### config.mk
export PLATFORM = sky130hd
export DESIGN_NAME = rsc_reset_sleep_control
export DESIGN_NICKNAME = d
export VERILOG_FILES = /design/src/inc/rsc_pkg.sv /design/src/inc/rsc_src_if.sv /design/src/hw/rsc_reset_sleep_control.sv /design/src/hw/rsc_src_combine.sv
export VERILOG_INCLUDE_DIRS = /design/src /design/src/inc
export SDC_FILE = /design/constraint.sdc
export NUM_CORES = 1
export LEC_CHECK = 0
export ABC_AREA = 1
export BUFFER_PORTS_ARGS = -buffer_cell sky130_fd_sc_hd__buf_2
export CAP_MARGIN = 40
export CELL_PAD_IN_SITES_DETAIL_PLACEMENT = 1
export CELL_PAD_IN_SITES_GLOBAL_PLACEMENT = 1
export CORE_MARGIN = 1
export CORE_UTILIZATION = 37
export DETAILED_ROUTE_END_ITERATION = 12
export HOLD_SLACK_MARGIN = 0.05
export PLACE_DENSITY = 0.82
export SYNTH_ARGS = -nofsm -noshare
export SYNTH_HDL_FRONTEND = slang
export SYNTH_SLANG_ARGS = --single-unit
### constraint.sdc
create_clock -name clk -period 2.3 [get_ports clk]
set_input_delay 0.23 -clock clk [delete_from_list [all_inputs] [get_ports clk]]
set_output_delay 0.23 -clock clk [all_outputs]
set_load 0.05 [all_outputs]
### src/inc/rsc_consts.svh
`ifndef RSC_CONSTS_SVH
`define RSC_CONSTS_SVH

// register offsets in the I/O space
`define RSC_PMC_ADDR        6'h35
`define RSC_RSR_ADDR        6'h34
// power management control fields
`define RSC_PMC_SE_BIT      5
`define RSC_PMC_SMLO_HI     4
`define RSC_PMC_SMLO_LO     3
`define RSC_PMC_SMHI_BIT    2
`define RSC_PMC_RESET       8'h00
`define RSC_PMC_WMASK       8'h3C
// reset status fields
`define RSC_RSR_POR_BIT     0
`define RSC_RSR_EXT_BIT     1
`define RSC_RSR_BOR_BIT     2
`define RSC_RSR_WDT_BIT     3
`define RSC_RSR_SCAN_BIT    4
`define RSC_RSR_SPD_BIT     7
`define RSC_RSR_RESET       8'h01
// stretch period defaults, in microseconds, per clock option code
`define RSC_STRETCH_US_SHORT    4
`define RSC_STRETCH_US_LONG     4100
`define RSC_CLK_MHZ             25
`define RSC_STRETCH_CYC_SHORT   (`RSC_STRETCH_US_SHORT * `RSC_CLK_MHZ)
`define RSC_STRETCH_CYC_LONG    (`RSC_STRETCH_US_LONG * `RSC_CLK_MHZ)
// clock option codes at or above this select an external crystal
`define RSC_XTAL_MIN_CODE   4'h8

`endif

### src/inc/rsc_pkg.sv
package rsc_pkg;
    typedef enum logic [2:0] {
        RSC_SM_IDLE     = 3'h0,
        RSC_SM_ADCNR    = 3'h1,
        RSC_SM_PDOWN    = 3'h2,
        RSC_SM_PSAVE    = 3'h3,
        RSC_SM_RSV4     = 3'h4,
        RSC_SM_RSV5     = 3'h5,
        RSC_SM_STANDBY  = 3'h6,
        RSC_SM_XSTANDBY = 3'h7
    } rsc_sleep_t;

    typedef enum logic [1:0] {
        RSC_ST_HOLD    = 2'b00,
        RSC_ST_STRETCH = 2'b01,
        RSC_ST_RUN     = 2'b11
    } rsc_rst_state_t;
endpackage

### src/inc/rsc_src_if.sv
`timescale 1ns/1ps
interface rsc_src_if;
    logic       anySrc;
    logic [4:0] srcHit;
    modport gen (output anySrc, output srcHit);
    modport use_ (input anySrc, input srcHit);
endinterface

### src/hw/rsc_reset_sleep_control.sv
`timescale 1ns/1ps
`include "rsc_consts.svh"
// Contract
// sleep entered only with sleep enable set
// software sets sleep enable just before sleep
// mode field at bits 4:3 and 2
// codes 0-3 modes, 4-5 reserved, 6 standby
// code 7 is extended standby, crystal only
// standby modes need external crystal clock option
// debug fuse keeps clock in power-down/save
// disable bit or unset fuse kills scan port
// scan data output floats when not shifting
// reset loads registers, then start at vector
// ports forced to init asynchronously on reset
// stretch counter holds reset after sources release
// five sources assert the internal reset
// pin reset works clockless, then stretches
// power loss reasserts reset immediately
// reset held while scan reset register set
// watchdog reset only when enabled and expired
// one-cycle watchdog pulse; count from its end
// brown-out with fuse resets immediately, stretches
// reference on for brown-out, bandgap, or converter
// software waits reference start-up before use
// per-source flags, write zero clears, power clears
// sleep without enable just continues
// any source reasserting restarts the stretch count
module rsc_reset_sleep_control
#(
    parameter int STRETCH_LONG  = `RSC_STRETCH_CYC_LONG,
    parameter int STRETCH_SHORT = `RSC_STRETCH_CYC_SHORT
)
(
    // clock and supply-level reset
    input  wire logic       clk,
    input  wire logic       resetn,
    // reset sources
    input  wire logic       extResetN,
    input  wire logic       wdtExpire,
    input  wire logic       wdtEnable,
    input  wire logic       brownoutLow,
    input  wire logic       scanResetReg,
    // fuses
    input  wire logic       brownoutOnFuse,
    input  wire logic [3:0] clockOptionFuses,
    input  wire logic       debugKeepClockFuse,
    input  wire logic       scanPortFuse,
    // core register access
    input  wire logic [5:0] ioAddr,
    input  wire logic       ioWrite,
    input  wire logic       ioRead,
    input  wire logic [7:0] ioWdata,
    output logic      [7:0] ioRdata,
    input  wire logic       sleepExec,
    // analog enables
    input  wire logic       comparatorBandgapSelect,
    input  wire logic       adcEnable,
    // scan port
    input  wire logic       scanShifting,
    input  wire logic       scanTdoData,
    output logic            scanTdoOut,
    output logic            scanTdoOeN,
    output logic            scanPortEnable,
    // results
    output logic            coreResetN,
    output logic            portInitN,
    output logic            sleeping,
    output logic      [2:0] sleepMode,
    output logic            mainClockKeep,
    output logic            referenceOn
);
    rsc_src_if srcBus ();

    rsc_src_combine uSrc
    (
        .powerLowN      (resetn),
        .extResetN      (extResetN),
        .wdtExpire      (wdtExpire),
        .wdtEnable      (wdtEnable),
        .brownoutLow    (brownoutLow),
        .brownoutOnFuse (brownoutOnFuse),
        .scanResetReg   (scanResetReg),
        .src            (srcBus)
    );

    // asynchronous reset from all non-clocked sources; watchdog is a synchronous pulse
    wire asyncSrcN = resetn & extResetN & ~(brownoutLow & brownoutOnFuse) & ~scanResetReg;

    function automatic logic isXtal(input logic [3:0] opt);
        isXtal = (opt >= `RSC_XTAL_MIN_CODE);
    endfunction

    // registers
    logic [7:0]             pmc_q;
    logic [7:0]             rsr_q;
    logic [31:0]            cnt_q;
    logic [31:0]            cnt_d;
    rsc_pkg::rsc_rst_state_t st_q;
    rsc_pkg::rsc_rst_state_t st_d;
    logic                   portInit_q;
    logic                   sleep_q;
    logic [2:0]             mode_q;
    logic                   keep_q;
    logic                   ref_q;
    logic                   tdoOut_q;
    logic                   tdoOeN_q;
    logic                   spEn_q;
    logic [7:0]             rdata_q;

    // field decode
    wire       pmcHit   = (ioAddr == `RSC_PMC_ADDR);
    wire       rsrHit   = (ioAddr == `RSC_RSR_ADDR);
    wire       sleepEn  = pmc_q[`RSC_PMC_SE_BIT];
    wire [2:0] modeSel  = {pmc_q[`RSC_PMC_SMHI_BIT],
                           pmc_q[`RSC_PMC_SMLO_HI:`RSC_PMC_SMLO_LO]};
    wire       xtal     = isXtal(clockOptionFuses);
    wire       modeOk   = (modeSel != rsc_pkg::RSC_SM_RSV4) &&
                          (modeSel != rsc_pkg::RSC_SM_RSV5) &&
                          (modeSel[2:1] != 2'b11 || xtal);
    wire       enterSlp = sleepExec & sleepEn & modeOk;
    // judged on the latched mode, so a later field write cannot move it
    wire       deepMode = (mode_q == rsc_pkg::RSC_SM_PDOWN) ||
                          (mode_q == rsc_pkg::RSC_SM_PSAVE);
    wire       keepNext = sleeping ? (deepMode & debugKeepClockFuse) : 1'b0;
    wire       spEnNext = scanPortFuse & ~rsr_q[`RSC_RSR_SPD_BIT];
    wire       wakeAny  = srcBus.anySrc;
    wire [31:0] stretch = xtal ? STRETCH_LONG : STRETCH_SHORT;

    // reset stretch sequencer
    always_comb
    begin
        st_d  = st_q;
        cnt_d = cnt_q;
        unique case (st_q)
            rsc_pkg::RSC_ST_HOLD:
            begin
                cnt_d = 32'h0000_0000;
                if (!wakeAny)
                    st_d = rsc_pkg::RSC_ST_STRETCH;
            end
            rsc_pkg::RSC_ST_STRETCH:
            begin
                cnt_d = cnt_q + 32'h0000_0001;
                if (wakeAny)
                    st_d = rsc_pkg::RSC_ST_HOLD;
                else if (cnt_q + 32'h0000_0001 >= stretch)
                    st_d = rsc_pkg::RSC_ST_RUN;
            end
            rsc_pkg::RSC_ST_RUN:
            begin
                if (wakeAny)
                    st_d = rsc_pkg::RSC_ST_HOLD;
            end
            default:
                st_d = rsc_pkg::RSC_ST_HOLD;
        endcase
    end

    always_ff @(posedge clk or negedge asyncSrcN)
    begin
        if (!asyncSrcN)
        begin
            st_q       <= rsc_pkg::RSC_ST_HOLD;
            cnt_q      <= 32'h0000_0000;
            portInit_q <= 1'b0;
        end
        else
        begin
            st_q       <= st_d;
            cnt_q      <= cnt_d;
            portInit_q <= (st_d == rsc_pkg::RSC_ST_RUN);
        end
    end

    wire coreRun = (st_q == rsc_pkg::RSC_ST_RUN);

    // control register: cleared while internal reset stands
    always_ff @(posedge clk or negedge resetn)
    begin
        if (!resetn)
            pmc_q <= `RSC_PMC_RESET;
        else if (!coreRun)
            pmc_q <= `RSC_PMC_RESET;
        else if (ioWrite && pmcHit)
            pmc_q <= ioWdata & `RSC_PMC_WMASK;
    end

    // status flags: hardware set beats software clear
    wire [4:0] hit = srcBus.srcHit;
    logic [7:0] rsr_d;
    always_comb
    begin
        rsr_d = rsr_q;
        if (ioWrite && rsrHit && coreRun)
            rsr_d = {ioWdata[7], 2'b00, rsr_q[4:0] & ioWdata[4:0]};
        rsr_d[4:0] = rsr_d[4:0] | {hit[4], hit[3], hit[2], hit[1], 1'b0};
    end

    // power-on clears the other flags and sets its own
    always_ff @(posedge clk or negedge resetn)
    begin
        if (!resetn)
            rsr_q <= `RSC_RSR_RESET;
        else
            rsr_q <= rsr_d;
    end

    always_ff @(posedge clk or negedge resetn)
    begin
        if (!resetn)
        begin
            sleep_q <= 1'b0;
            mode_q  <= 3'h0;
        end
        else if (!coreRun || wakeAny)
            sleep_q <= 1'b0;
        else if (enterSlp)
        begin
            sleep_q <= 1'b1;
            mode_q  <= modeSel;
        end
    end

    // scan port, reference and read data
    always_ff @(posedge clk or negedge resetn)
    begin
        if (!resetn)
        begin
            keep_q   <= 1'b0;
            ref_q    <= 1'b0;
            tdoOut_q <= 1'b0;
            tdoOeN_q <= 1'b1;
            spEn_q   <= 1'b0;
            rdata_q  <= 8'h00;
        end
        else
        begin
            keep_q   <= keepNext;
            ref_q    <= brownoutOnFuse | comparatorBandgapSelect | adcEnable;
            spEn_q   <= spEnNext;
            tdoOut_q <= scanTdoData;
            tdoOeN_q <= ~(spEnNext & scanShifting);
            rdata_q  <= (ioRead && pmcHit) ? pmc_q :
                        (ioRead && rsrHit) ? rsr_q : 8'h00;
        end
    end

    assign sleeping       = sleep_q;
    assign sleepMode      = mode_q;
    assign mainClockKeep  = keep_q;
    assign referenceOn    = ref_q;
    assign scanTdoOut     = tdoOut_q;
    assign scanTdoOeN     = tdoOeN_q;
    assign scanPortEnable = spEn_q;
    assign ioRdata        = rdata_q;
    assign portInitN      = portInit_q;
    assign coreResetN     = portInit_q;
endmodule

### src/hw/rsc_src_combine.sv
`timescale 1ns/1ps
`include "rsc_consts.svh"
module rsc_src_combine
(
    // raw sources
    input  wire logic powerLowN,
    input  wire logic extResetN,
    input  wire logic wdtExpire,
    input  wire logic wdtEnable,
    input  wire logic brownoutLow,
    input  wire logic brownoutOnFuse,
    input  wire logic scanResetReg,
    // combined
    rsc_src_if.gen    src
);
    wire porHit  = ~powerLowN;
    wire extHit  = ~extResetN;
    wire wdtHit  = wdtExpire & wdtEnable;
    wire borHit  = brownoutLow & brownoutOnFuse;
    wire scanHit = scanResetReg;

    assign src.srcHit = {scanHit, wdtHit, borHit, extHit, porHit};
    assign src.anySrc = porHit | extHit | wdtHit | borHit | scanHit;
endmodule

# Word level (Yosys, flattened, before mapping)
# Index checks and enable logic that the tools add are counted.
[word_totals]
ff_bits = 66
out_inout_bits = 19
[op_classes]
add_sub_neg = 1
magnitude_cmp = 2
bitwise_logic = 25
n_reduce_logical = 15
n_eq_ne = 11
mux = 15
[op_table]
columns = ["op", "n"]
rows = [
  ["case mux 32 bit (2 select lines)", 1],
  ["adder 32 x 1 -> 32 bit (second input constant)", 1],
  [">= comparator 32 x 17 -> 1 bit", 1],
  ["2-to-1 mux 8 bit", 4],
  ["2-to-1 mux 17 bit", 1],
  ["equality test 6 bit (second input constant)", 2],
  ["AND 1 bit", 10],
  ["2-to-1 mux 2 bit", 4],
  ["logical AND 1 bit", 7],
  ["NOT 1 bit", 7],
  ["equality test 3 x 2 -> 1 bit (second input constant)", 2],
  ["inequality test 3 bit (second input constant)", 2],
  ["bitwise OR 1 bit", 6],
  ["case mux 2 bit (3 select lines)", 1],
  ["AND 5 bit", 1],
  ["2-to-1 mux 5 bit", 1],
  ["bitwise OR 5 bit", 1],
  ["equality test 2 bit (second input constant)", 2],
  [">= comparator 4 bit (second input constant)", 1],
  ["nonzero test 2 bit", 2],
  ["logical OR 1 bit", 3],
  ["2-to-1 mux 1 bit", 3],
  ["equality test 2 x 1 -> 1 bit (second input constant)", 1],
  ["zero test 2 bit", 1],
  ["4 further kinds", 4],
]

# Depth between registers and ports, before layout
# Gate-level depths: netlist of the first run.
[depth]
ltp_word = 8
mapped_depth = 16
mapped_depth_nobuf = 15

# Cells and area by module
# Synthesis of the first run repeated with hierarchy kept, for this count alone.
[hier_totals]
cells_unflattened = 483
hier_area_um2 = 3480.8
[by_module_without_submodules]
columns = ["module", "seq_area_each_um2", "instances", "area_per_inst_um2", "cells_per_inst"]
rows = [
  ["rsc_reset_sleep_control", 1529.0, 1, 3399.5, 467],
  ["rsc_src_combine", 0.0, 1, 81.3, 16],
]

# Worst setup path after synthesis of the first run
# OpenSTA, ideal clock, no wires.
[synth_timing]
path_type = "input port to flip-flop"
from = "input port brownoutOnFuse"
to = "register mode_q[2], in the netlist sleepMode[2]"
stages = 8
n_path_buf = 0
arrival_time_ps = 2759
required_time_ps = 2172
setup_slack_ps = -587
cell_sequence = "nand2_1 > nand3_1 > nor2_1 > nand2_1 > nor2_1 > nand4_1 > nand2_1 > o21ai_0"
[synth_between]
elab_chain_cells = 6
[synth_lines]
columns = ["item", "line_no", "rtl"]
rows = [
  ["start: declaration", "rsc_reset_sleep_control.sv:44", "input wire logic brownoutOnFuse,"],
  ["AND 1 bit", "rsc_src_combine.sv:19", "wire borHit = brownoutLow & brownoutOnFuse;"],
  ["bitwise OR 1 bit (2 in series)", "rsc_src_combine.sv:23", "assign src.anySrc = porHit | extHit | wdtHit | borHit | scanHit;"],
  ["logical OR 1 bit", "rsc_reset_sleep_control.sv:215", "else if (!coreRun || wakeAny)"],
  ["NOT 1 bit (no line)", "-", ""],
  ["AND reduction 2 bit (no line)", "-", ""],
  ["end signal: assignment", "rsc_reset_sleep_control.sv:220", "mode_q <= modeSel;"],
  ["end: declaration", "rsc_reset_sleep_control.sv:102", "logic [2:0] mode_q;"],
]
# No other way between the ends.
# A chain may end at the register's enable or synchronous reset.

# Final worst setup path of the first run
[layout_timing]
from = "register cnt_q[13]"
to = "register portInit_q, in the netlist coreResetN"
[layout_between]
elab_chain_cells = 6
[layout_lines]
columns = ["item", "line_no", "rtl"]
rows = [
  ["start: declaration", "rsc_reset_sleep_control.sv:96", "logic [31:0] cnt_q;"],
  ["start signal: assignment", "rsc_reset_sleep_control.sv:170", "cnt_q <= cnt_d;"],
  ["adder 32 x 1 -> 32 bit", "rsc_reset_sleep_control.sv:146", "else if (cnt_q + 32'h0000_0001 >= stretch)"],
  [">= comparator 32 x 17 -> 1 bit", "rsc_reset_sleep_control.sv:146", ""],
  ["2-to-1 mux 2 bit", "rsc_reset_sleep_control.sv:146", ""],
  ["2-to-1 mux 2 bit", "rsc_reset_sleep_control.sv:144", "if (wakeAny)"],
  ["case mux 2 bit (3 select lines)", "rsc_reset_sleep_control.sv:134", "unique case (st_q)"],
  ["equality test 2 bit", "rsc_reset_sleep_control.sv:171", "portInit_q <= (st_d == rsc_pkg::RSC_ST_RUN);"],
  ["end signal: assignment", "rsc_reset_sleep_control.sv:171", ""],
  ["end: declaration", "rsc_reset_sleep_control.sv:100", "logic portInit_q;"],
]
# No other way between the ends.

==> results of run 1 <==
[layer usage]
layer / share of wire / up-vias / global-route usage
li1: - / 1670 / -
met1: 0.44 / 1725 / 0.2888
met2: 0.49 / 101 / 0.4061
met3: 0.039 / 27 / 0.04498
met4: 0.030 / 0 / 0.08597
met5: 0 / - / 0
[per-stage QoR]
step | setup slack, ps | std cells | instance area [sq um] | util
6_report | 139.7 | 676 | 4405 | 0.4790
2_1_floorplan | 77.16 | 479 | 3497 | -
3_3_place_gp | 129.3 | 643 | 3944 | 0.4288
5_1_grt | -13.48 | 676 | 4405 | 0.4790
4_1_cts | 30.09 | 663 | 4199 | 0.4566
3_5_place_dp | 18.05 | 643 | 3944 | 0.4288
[cell families after synthesis]
logic type / Yosys count / share of synthesized area
buffers and inverters: 66 / 0.07447
XOR/XNOR: 8 / 0.02005
AO/OA/AOI/OAI: 49 / 0.07626
other: 1 / 0.001073
flip-flops: 61 / 0.4375
adder cells (fa/ha/maj): 4 / 0.01432
AND/OR/NAND/NOR: 290 / 0.3763
[layout make-up]
cell class	count	area (sq um)	area share
clock inverter	6	70.07	0.01590
clock buffer	10	137.6	0.03124
timing repair buffer	80	490.5	0.1113
tap	111	138.9	0.03153
inverter	56	210.2	0.04771
sequential	61	1541	0.3499
multi-input combinational	352	1817	0.4124
[final timing paths]
check                                 startpoint                  endpoint  slack (ps)  cells after the start
setup reg to reg           cnt_q[13]$_DFFE_PN0P_      coreResetN$_DFF_PN0_         140                     14
min in group asynchronous           scanResetReg     cnt_q[14]$_DFFE_PN0P_         100                      3
max in group asynchronous                 resetn      cnt_q[6]$_DFFE_PN0P_        1170                      5
setup / recovery           cnt_q[13]$_DFFE_PN0P_      coreResetN$_DFF_PN0_         140                     14
hold reg to reg             rsr_q[7]$_DFFE_PN0P_  scanPortEnable$_DFF_PN0_         450                      1
hold / removal                         adcEnable     referenceOn$_DFF_PN0_          60                      2
[worst register-to-register path, stage by stage (launching register included)]
cell     delay [ps]
dfrtp_1         420
nand2_2         110
nor2_4          140
nand2_2          80
nor2_4          160
xor2_2          190
ha_1            290
nand3_2         100
inv_1            50
a21oi_2         120
nand2_1          90
nand2_1          80
nand3_1          80
nand2_1          90
inv_1            40
[placed cells by master (no fill, tap or decap), drive strengths merged, types with 4 or more instances in the layout]
master and instances:
xor2 7, buf 76, o22ai 11, clkbuf 10, dlygate4sd3 4, nor2 66, inv 57, dfrtp 59
nand4 8, nand3 39, nand2 169, ha 4, o21ai 33
[sequential cells by signal, summed over array words and instances (netlist names)]
name and count:
pmc_q 4, referenceOn 1, scanTdoOut 1, ioRdata 7, st_q 2, mainClockKeep 1, rsr_q 6, scanPortEnable 1
scanTdoOeN 1, coreResetN 1, cnt_q 32, sleepMode 3, sleeping 1
[power by group]
group | total [W] | switching [W] | internal [W]
sequential | 0.00108 | 0.00000135 | 0.00108
clock | 0.00103 | 0.000496 | 0.000537
combinational | 0.0000957 | 0.0000611 | 0.0000346
total | 0.00220 | 0.000558 | 0.00165
[timing repair]
action / 4_1_cts / 5_1_grt
hold buffers: 4 / 0
pin swaps: 0 / 14
gates resized for setup: 1 / 37
hold endpoints to repair: 27 / 0
gates cloned: 0 / 0
buffers inserted: 0 / 13
endpoints found under the setup margin: 2 / 2
==> metrics.md, run 1 <==
| Metric | Value |
|---|---|
| Hold Crit Class | in -> reg |
| Most frequent cell after synthesis | nand2_1 |
| Worst path bufs/invs | 2 |
| # diodes | 0 |
| Post-DR vias/cell | 5.212 |
| GRT overflow | 0 |
| Pin slew with the least headroom to its limit | 562.6 ps |
| Synth Flop Type | dfrtp_1 |
| CTS clk-pin slew, worst paths | 80 ps |
| Relative slew margins | 0.6245 |
| Dpl hpwl | 7812 um |
| GRT Overall Usage | 0.2334 |
| Fill cell count | 1194 |
| Clock buffer depth | 2 |
| EDFF count, synth | 0 |
| CTS tree | yes |
| Most common library cells after synthesis | 158 x nand2_1, 59 x dfrtp_1, 54 x inv_1, 53 x nor2_1, 38 x nand3_1 |
| Initial DRC count | 106 |
| Crit end category | flip-flop |
| Final GP Congestion | 0.8282 |
| IO buf count | 48 |
| Synth area leaders | dfrtp_1 42%, nand2_1 17%, inv_1 5.8%, nor2_1 5.7%, nand3_1 5.4% |
| Starting Density | 0.3800 |
| Asr flop ratio synth | 1.000 |
| Critical path type | reg -> reg |
| I/O pins | 54 |
| Vias in the first global route | 3790 |
| Via count | 3523 |
| First-pass GRT wire length | 17880 um |
| Hold slack final | 62.65 ps |
| Fmax | 0.4629 GHz |
| H-tree Lvls | 3 |
| Final Power | 0.002205 W |
| Total number of yosys warnings | 0 |
| Hold Fails Final Rpt | 0 |
| Netlist cell types | 31 |
| Core Box Area | 9196 sq um |
| Clock root cell | clkbuf_8 |
| Post-Synthesis Cell Area | 3495 sq um |
| Wire per inst | 15.87 um |
| Drt pass-1 iters | 6 |
| Power Dens Cells | 500.5 nW/um^2 |
| Setup crit start kind | flip-flop |
| Cell breakdown of the critical path | nand2_2, nor2_4, nand2_2, nor2_4, xor2_2, ha_1, nand3_2, inv_1, a21oi_2, nand2_1, nand2_1, nand3_1, nand2_1, inv_1 |
| Worst-Skew Late Latency | 360 ps |
| Setup_tns | 0 ps |
| Fin crit share | 0.9393 |
| Worst EP arrival | 2410 ps |
| Clock skew | 11.15 ps |
| Final setup violation count | 0 |
| Pin count of the biggest net entering global routing | 36 |
| Yosys top cell area share | 0.4225 |
| Seq/Total Area, Yosys | 0.4375 |
| Maxcap violations | 0 |
| Biggest area consumer among synthesized cells | dfrtp_1 |
| CP Data Required Time | 2550 ps |
| Largest delay contributor family on the critical path | simple AND/OR/NAND/NOR gates |
| Number of synthesized register bits | 61 |
| CP max stage cell | dfrtp_1 |
| NumNets Final | 599 |
| Routed wire length | 10730 um |
| Area of the die | 9838 sq um |
| Synthesized Nets | 518 |
| CTS Buf Count | 9 |
| Pleak | 2.097 nW |
| Outcome | complete, no violations |
| Final Max Slew Viols | 0 |
| Most used cell, CP | nand2_1 |
| Die X | 99.19 um |
| Final Critical Period | 2160 ps |
| Worst IR drop on VDD | 339.4 uV |
| Crit path max fanout | 3 |
| Largest stage delay, worst path | 420 ps |
| Post-route ant nets | 0 |
| Area Overhead vs Synth | 26.07% |
| Initial antenna violation count | 0 |
| Num rows | 35 |
| DIE HEIGHT | 99.19 um |
| Detailed-route DRC error count | 0 |
| Clock sink total | 61 |
| Share of layout cells above drive strength 1 | 0.2743 |
| Syn Inst Count | 479 |
| Synthesized area per cell | 7.296 sq um |
No activity file was read; power rests on OpenSTA's default activity.
==> inputs of run 2 (changes only) <==
Settings changed: CAP_MARGIN 40 to 20, CORE_MARGIN 1 to 2, CORE_UTILIZATION 37 to 38, CTS_BUF_LIST from default to sky130_fd_sc_hd__clkbuf_4, PLACE_DENSITY 0.82 to 0.84.
==> metrics.md, run 2 (synthesis results as in run 1) <==
| Metric | Value |
|---|---|
| Outcome | complete, no violations |
| Largest register FFs | 32 (unchanged) |
| Maxcap violations | 0 (unchanged) |
| Clock root cell | clkbuf_4 |
| Hold Crit Class | in -> reg |
| Crit end category | flip-flop |
| Commonest non-fill, non-tap cell in the layout | nand2_1 |
| Power Dens Cells | 469.2 nW/um^2 (-6.3%) |
| CP max stage cell | dfrtp_1 |
| Worst setup margin | 80.72 ps (-58.95 ps) |
| Final Max Slew Viols | 0 (unchanged) |
| Core Box Area | 8806 sq um (-4.2%) |
| Pleak | 2.156 nW (+2.8%) |
| Share of layout cells above drive strength 1 | 0.2534 (-0.02089) |
| Dpl hpwl | 8047 um (+3.0%) |
| Most used cell, CP | nand2_1 |
| Largest stage delay, worst path | 450 ps (+30 ps) |
| CTS Buf Count | 9 (unchanged) |
| Area of the die | 9979 sq um (+1.4%) |
| Most frequent cells in the layout | 152 x nand2_1, 55 x dfrtp_1, 53 x inv_1 |
| Relative slew margins | 0.5846 (-0.03986) |
| Setup crit start kind | flip-flop |
| Fmax | 0.4506 GHz (-2.7%) |
| Top reg by flops | cnt_q |
| Vias in the first global route | 3872 (+2.2%) |
| Routed wire length | 12220 um (+14%) |
| Post-route ant nets | 0 (unchanged) |
| CTS tree | yes |
| Area Overhead vs Synth | 29.68% |
| Starting Density | 0.3968 (+0.01685) |
| Critical path type | reg -> reg |
| Final setup violation count | 0 (unchanged) |
| Initial DRC count | 189 (+78%) |
| GRT overflow | 0 (unchanged) |
| Post-route non-filler standard cell count | 688 (+1.8%) |
| Num rows | 34 (-2.9%) |
| Worst EP arrival | 2570 ps (+160 ps) |
| Crit path max fanout | 3 (unchanged) |
| Final GP Congestion | 0.8529 (+3.0%) |
| IO buf count | 48 (unchanged) |
| Worst IR drop on VDD | 255.8 uV (-25%) |
| Pin slew with the least headroom to its limit | 618.3 ps (+55.65 ps) |
| GRT Overall Usage | 0.2438 (+0.01033) |
| Initial antenna violation count | 0 (unchanged) |
| H-tree Lvls | 3 (unchanged) |
| DIE HEIGHT | 99.90 um (+0.72%) |
| Clock buffer depth | 2 (unchanged) |
| Placed cells | 645 (+0.31%) |
| Pin count of the biggest net entering global routing | 36 (unchanged) |
| Pre-CTS setup slack | -10.11 ps (-28.16 ps) |
| Detailed-route DRC error count | 0 (unchanged) |
| Drt pass-1 iters | 4 (-2) |
| # diodes | 0 (unchanged) |
| Clock sink total | 61 (unchanged) |
| Worst-Skew Late Latency | 450 ps (+90 ps) |
| Fin crit share | 0.9649 (+0.02563) |
| I/O pins | 54 (unchanged) |
| Via count | 3622 (+2.8%) |
| Clock skew | 22.64 ps (+11.49 ps) |
| NumNets Final | 614 (+2.5%) |
| Wire per inst | 17.76 um (+12%) |
| Setup_tns | 0 ps (unchanged) |
| CTS clk-pin slew, worst paths | 130 ps (+50 ps) |
| Post-DR vias/cell | 5.265 (+1.0%) |
| Hold Fails Final Rpt | 0 (unchanged) |
| Cell breakdown of the critical path | buf_6, clkinvlp_4, nor2_8, nand2_4, nor2_4, xor2_2, ha_1, nand3_1, nand2_1, a21oi_2, nand2_1, nand2_2, nand3_2, nand2_1, inv_1 |
| First-pass GRT wire length | 18760 um (+4.9%) |
| Die X | 99.90 um (+0.72%) |
| CP Data Required Time | 2650 ps (+100 ps) |
| Final Critical Period | 2219 ps (+58.95 ps) |
## run 2: cell types whose count changed in the layout (fill, tap and decap cells not counted), sizes merged
cell,previous run,this run
dlygate4sd3,4,19
clkinv,1,3
inv,57,55
bufinv,1,2
clkinvlp,3,2
## run 2: power breakdown
| part | internal (W) | switching [W] |
|---|---|---|
| clock network | 0.000452 | 0.000476 |
| registers | 0.00108 | 0.00000174 |
| logic | 0.0000501 | 0.0000706 |
| total | 0.00158 | 0.000548 |
## run 2: cell type report
type	instances	area (sq um)
inverters	56	214.0
fillers	1114	4274
clock inverters	6	86.33
well taps	108	135.1
multi-input cells	352	1827
flip-flops and latches	61	1534
clock buffers	10	75.07
repair buffers	95	660.6
## run 2: worst paths after layout
path | endpoint | slack [ps] | from | cells past startpoint
min | pmc_q[5]$_DFFE_PN0P_ | 50 | ioWdata[5] | 3
max in group asynchronous | cnt_q[7]$_DFFE_PN0P_ | 1120 | brownoutLow | 6
max | st_q[1]$_DFF_PN0_ | 80 | cnt_q[0]$_DFFE_PN0P_ | 15
min reg2reg | scanPortEnable$_DFF_PN0_ | 470 | rsr_q[7]$_DFFE_PN0P_ | 1
max reg2reg | st_q[1]$_DFF_PN0_ | 80 | cnt_q[0]$_DFFE_PN0P_ | 15
min in group asynchronous | cnt_q[13]$_DFFE_PN0P_ | 220 | brownoutOnFuse | 5
## run 2: critical path: cells and delay by family, from the launching register on
family | cells | cell delay (ps)
AND/OR/NAND/NOR | 9 | 780
buffers and inverters | 3 | 290
adder cells (fa/ha/maj) | 1 | 290
flip-flops | 1 | 450
AO/OA/AOI/OAI | 1 | 100
XOR/XNOR | 1 | 200
## run 2: per-layer routing
metal  vias up  share of wire  global-route usage
li1       1713              -                   -
met1      1797           0.43              0.2968
met2        90           0.52              0.4376
met3        22          0.036             0.04805
met4         0          0.019             0.07165
met5         -              0                   0
## run 2: repair_timing
item | CTS | global route
resized for setup | 1 | 33
pin swaps | 0 | 12
endpoints found under the setup margin | 2 | 5
endpoints found under the hold margin | 71 | 0
setup buffers | 0 | 8
cloned | 0 | 0
hold buffers | 19 | 0
## run 2: metrics by stage
step                      total power [W]  instance area, sq um    util  hold WS (ps)
final                            0.002126                  4532  0.5146         49.13
after global routing             0.002178                  4532  0.5146         76.05
after CTS                        0.002107                  4344  0.4933         57.26
after detailed placement         0.001188                  3990  0.4531         290.9
after global placement           0.001185                  3990  0.4531         280.7
after floorplan                  0.001135                  3497       -        -65.59
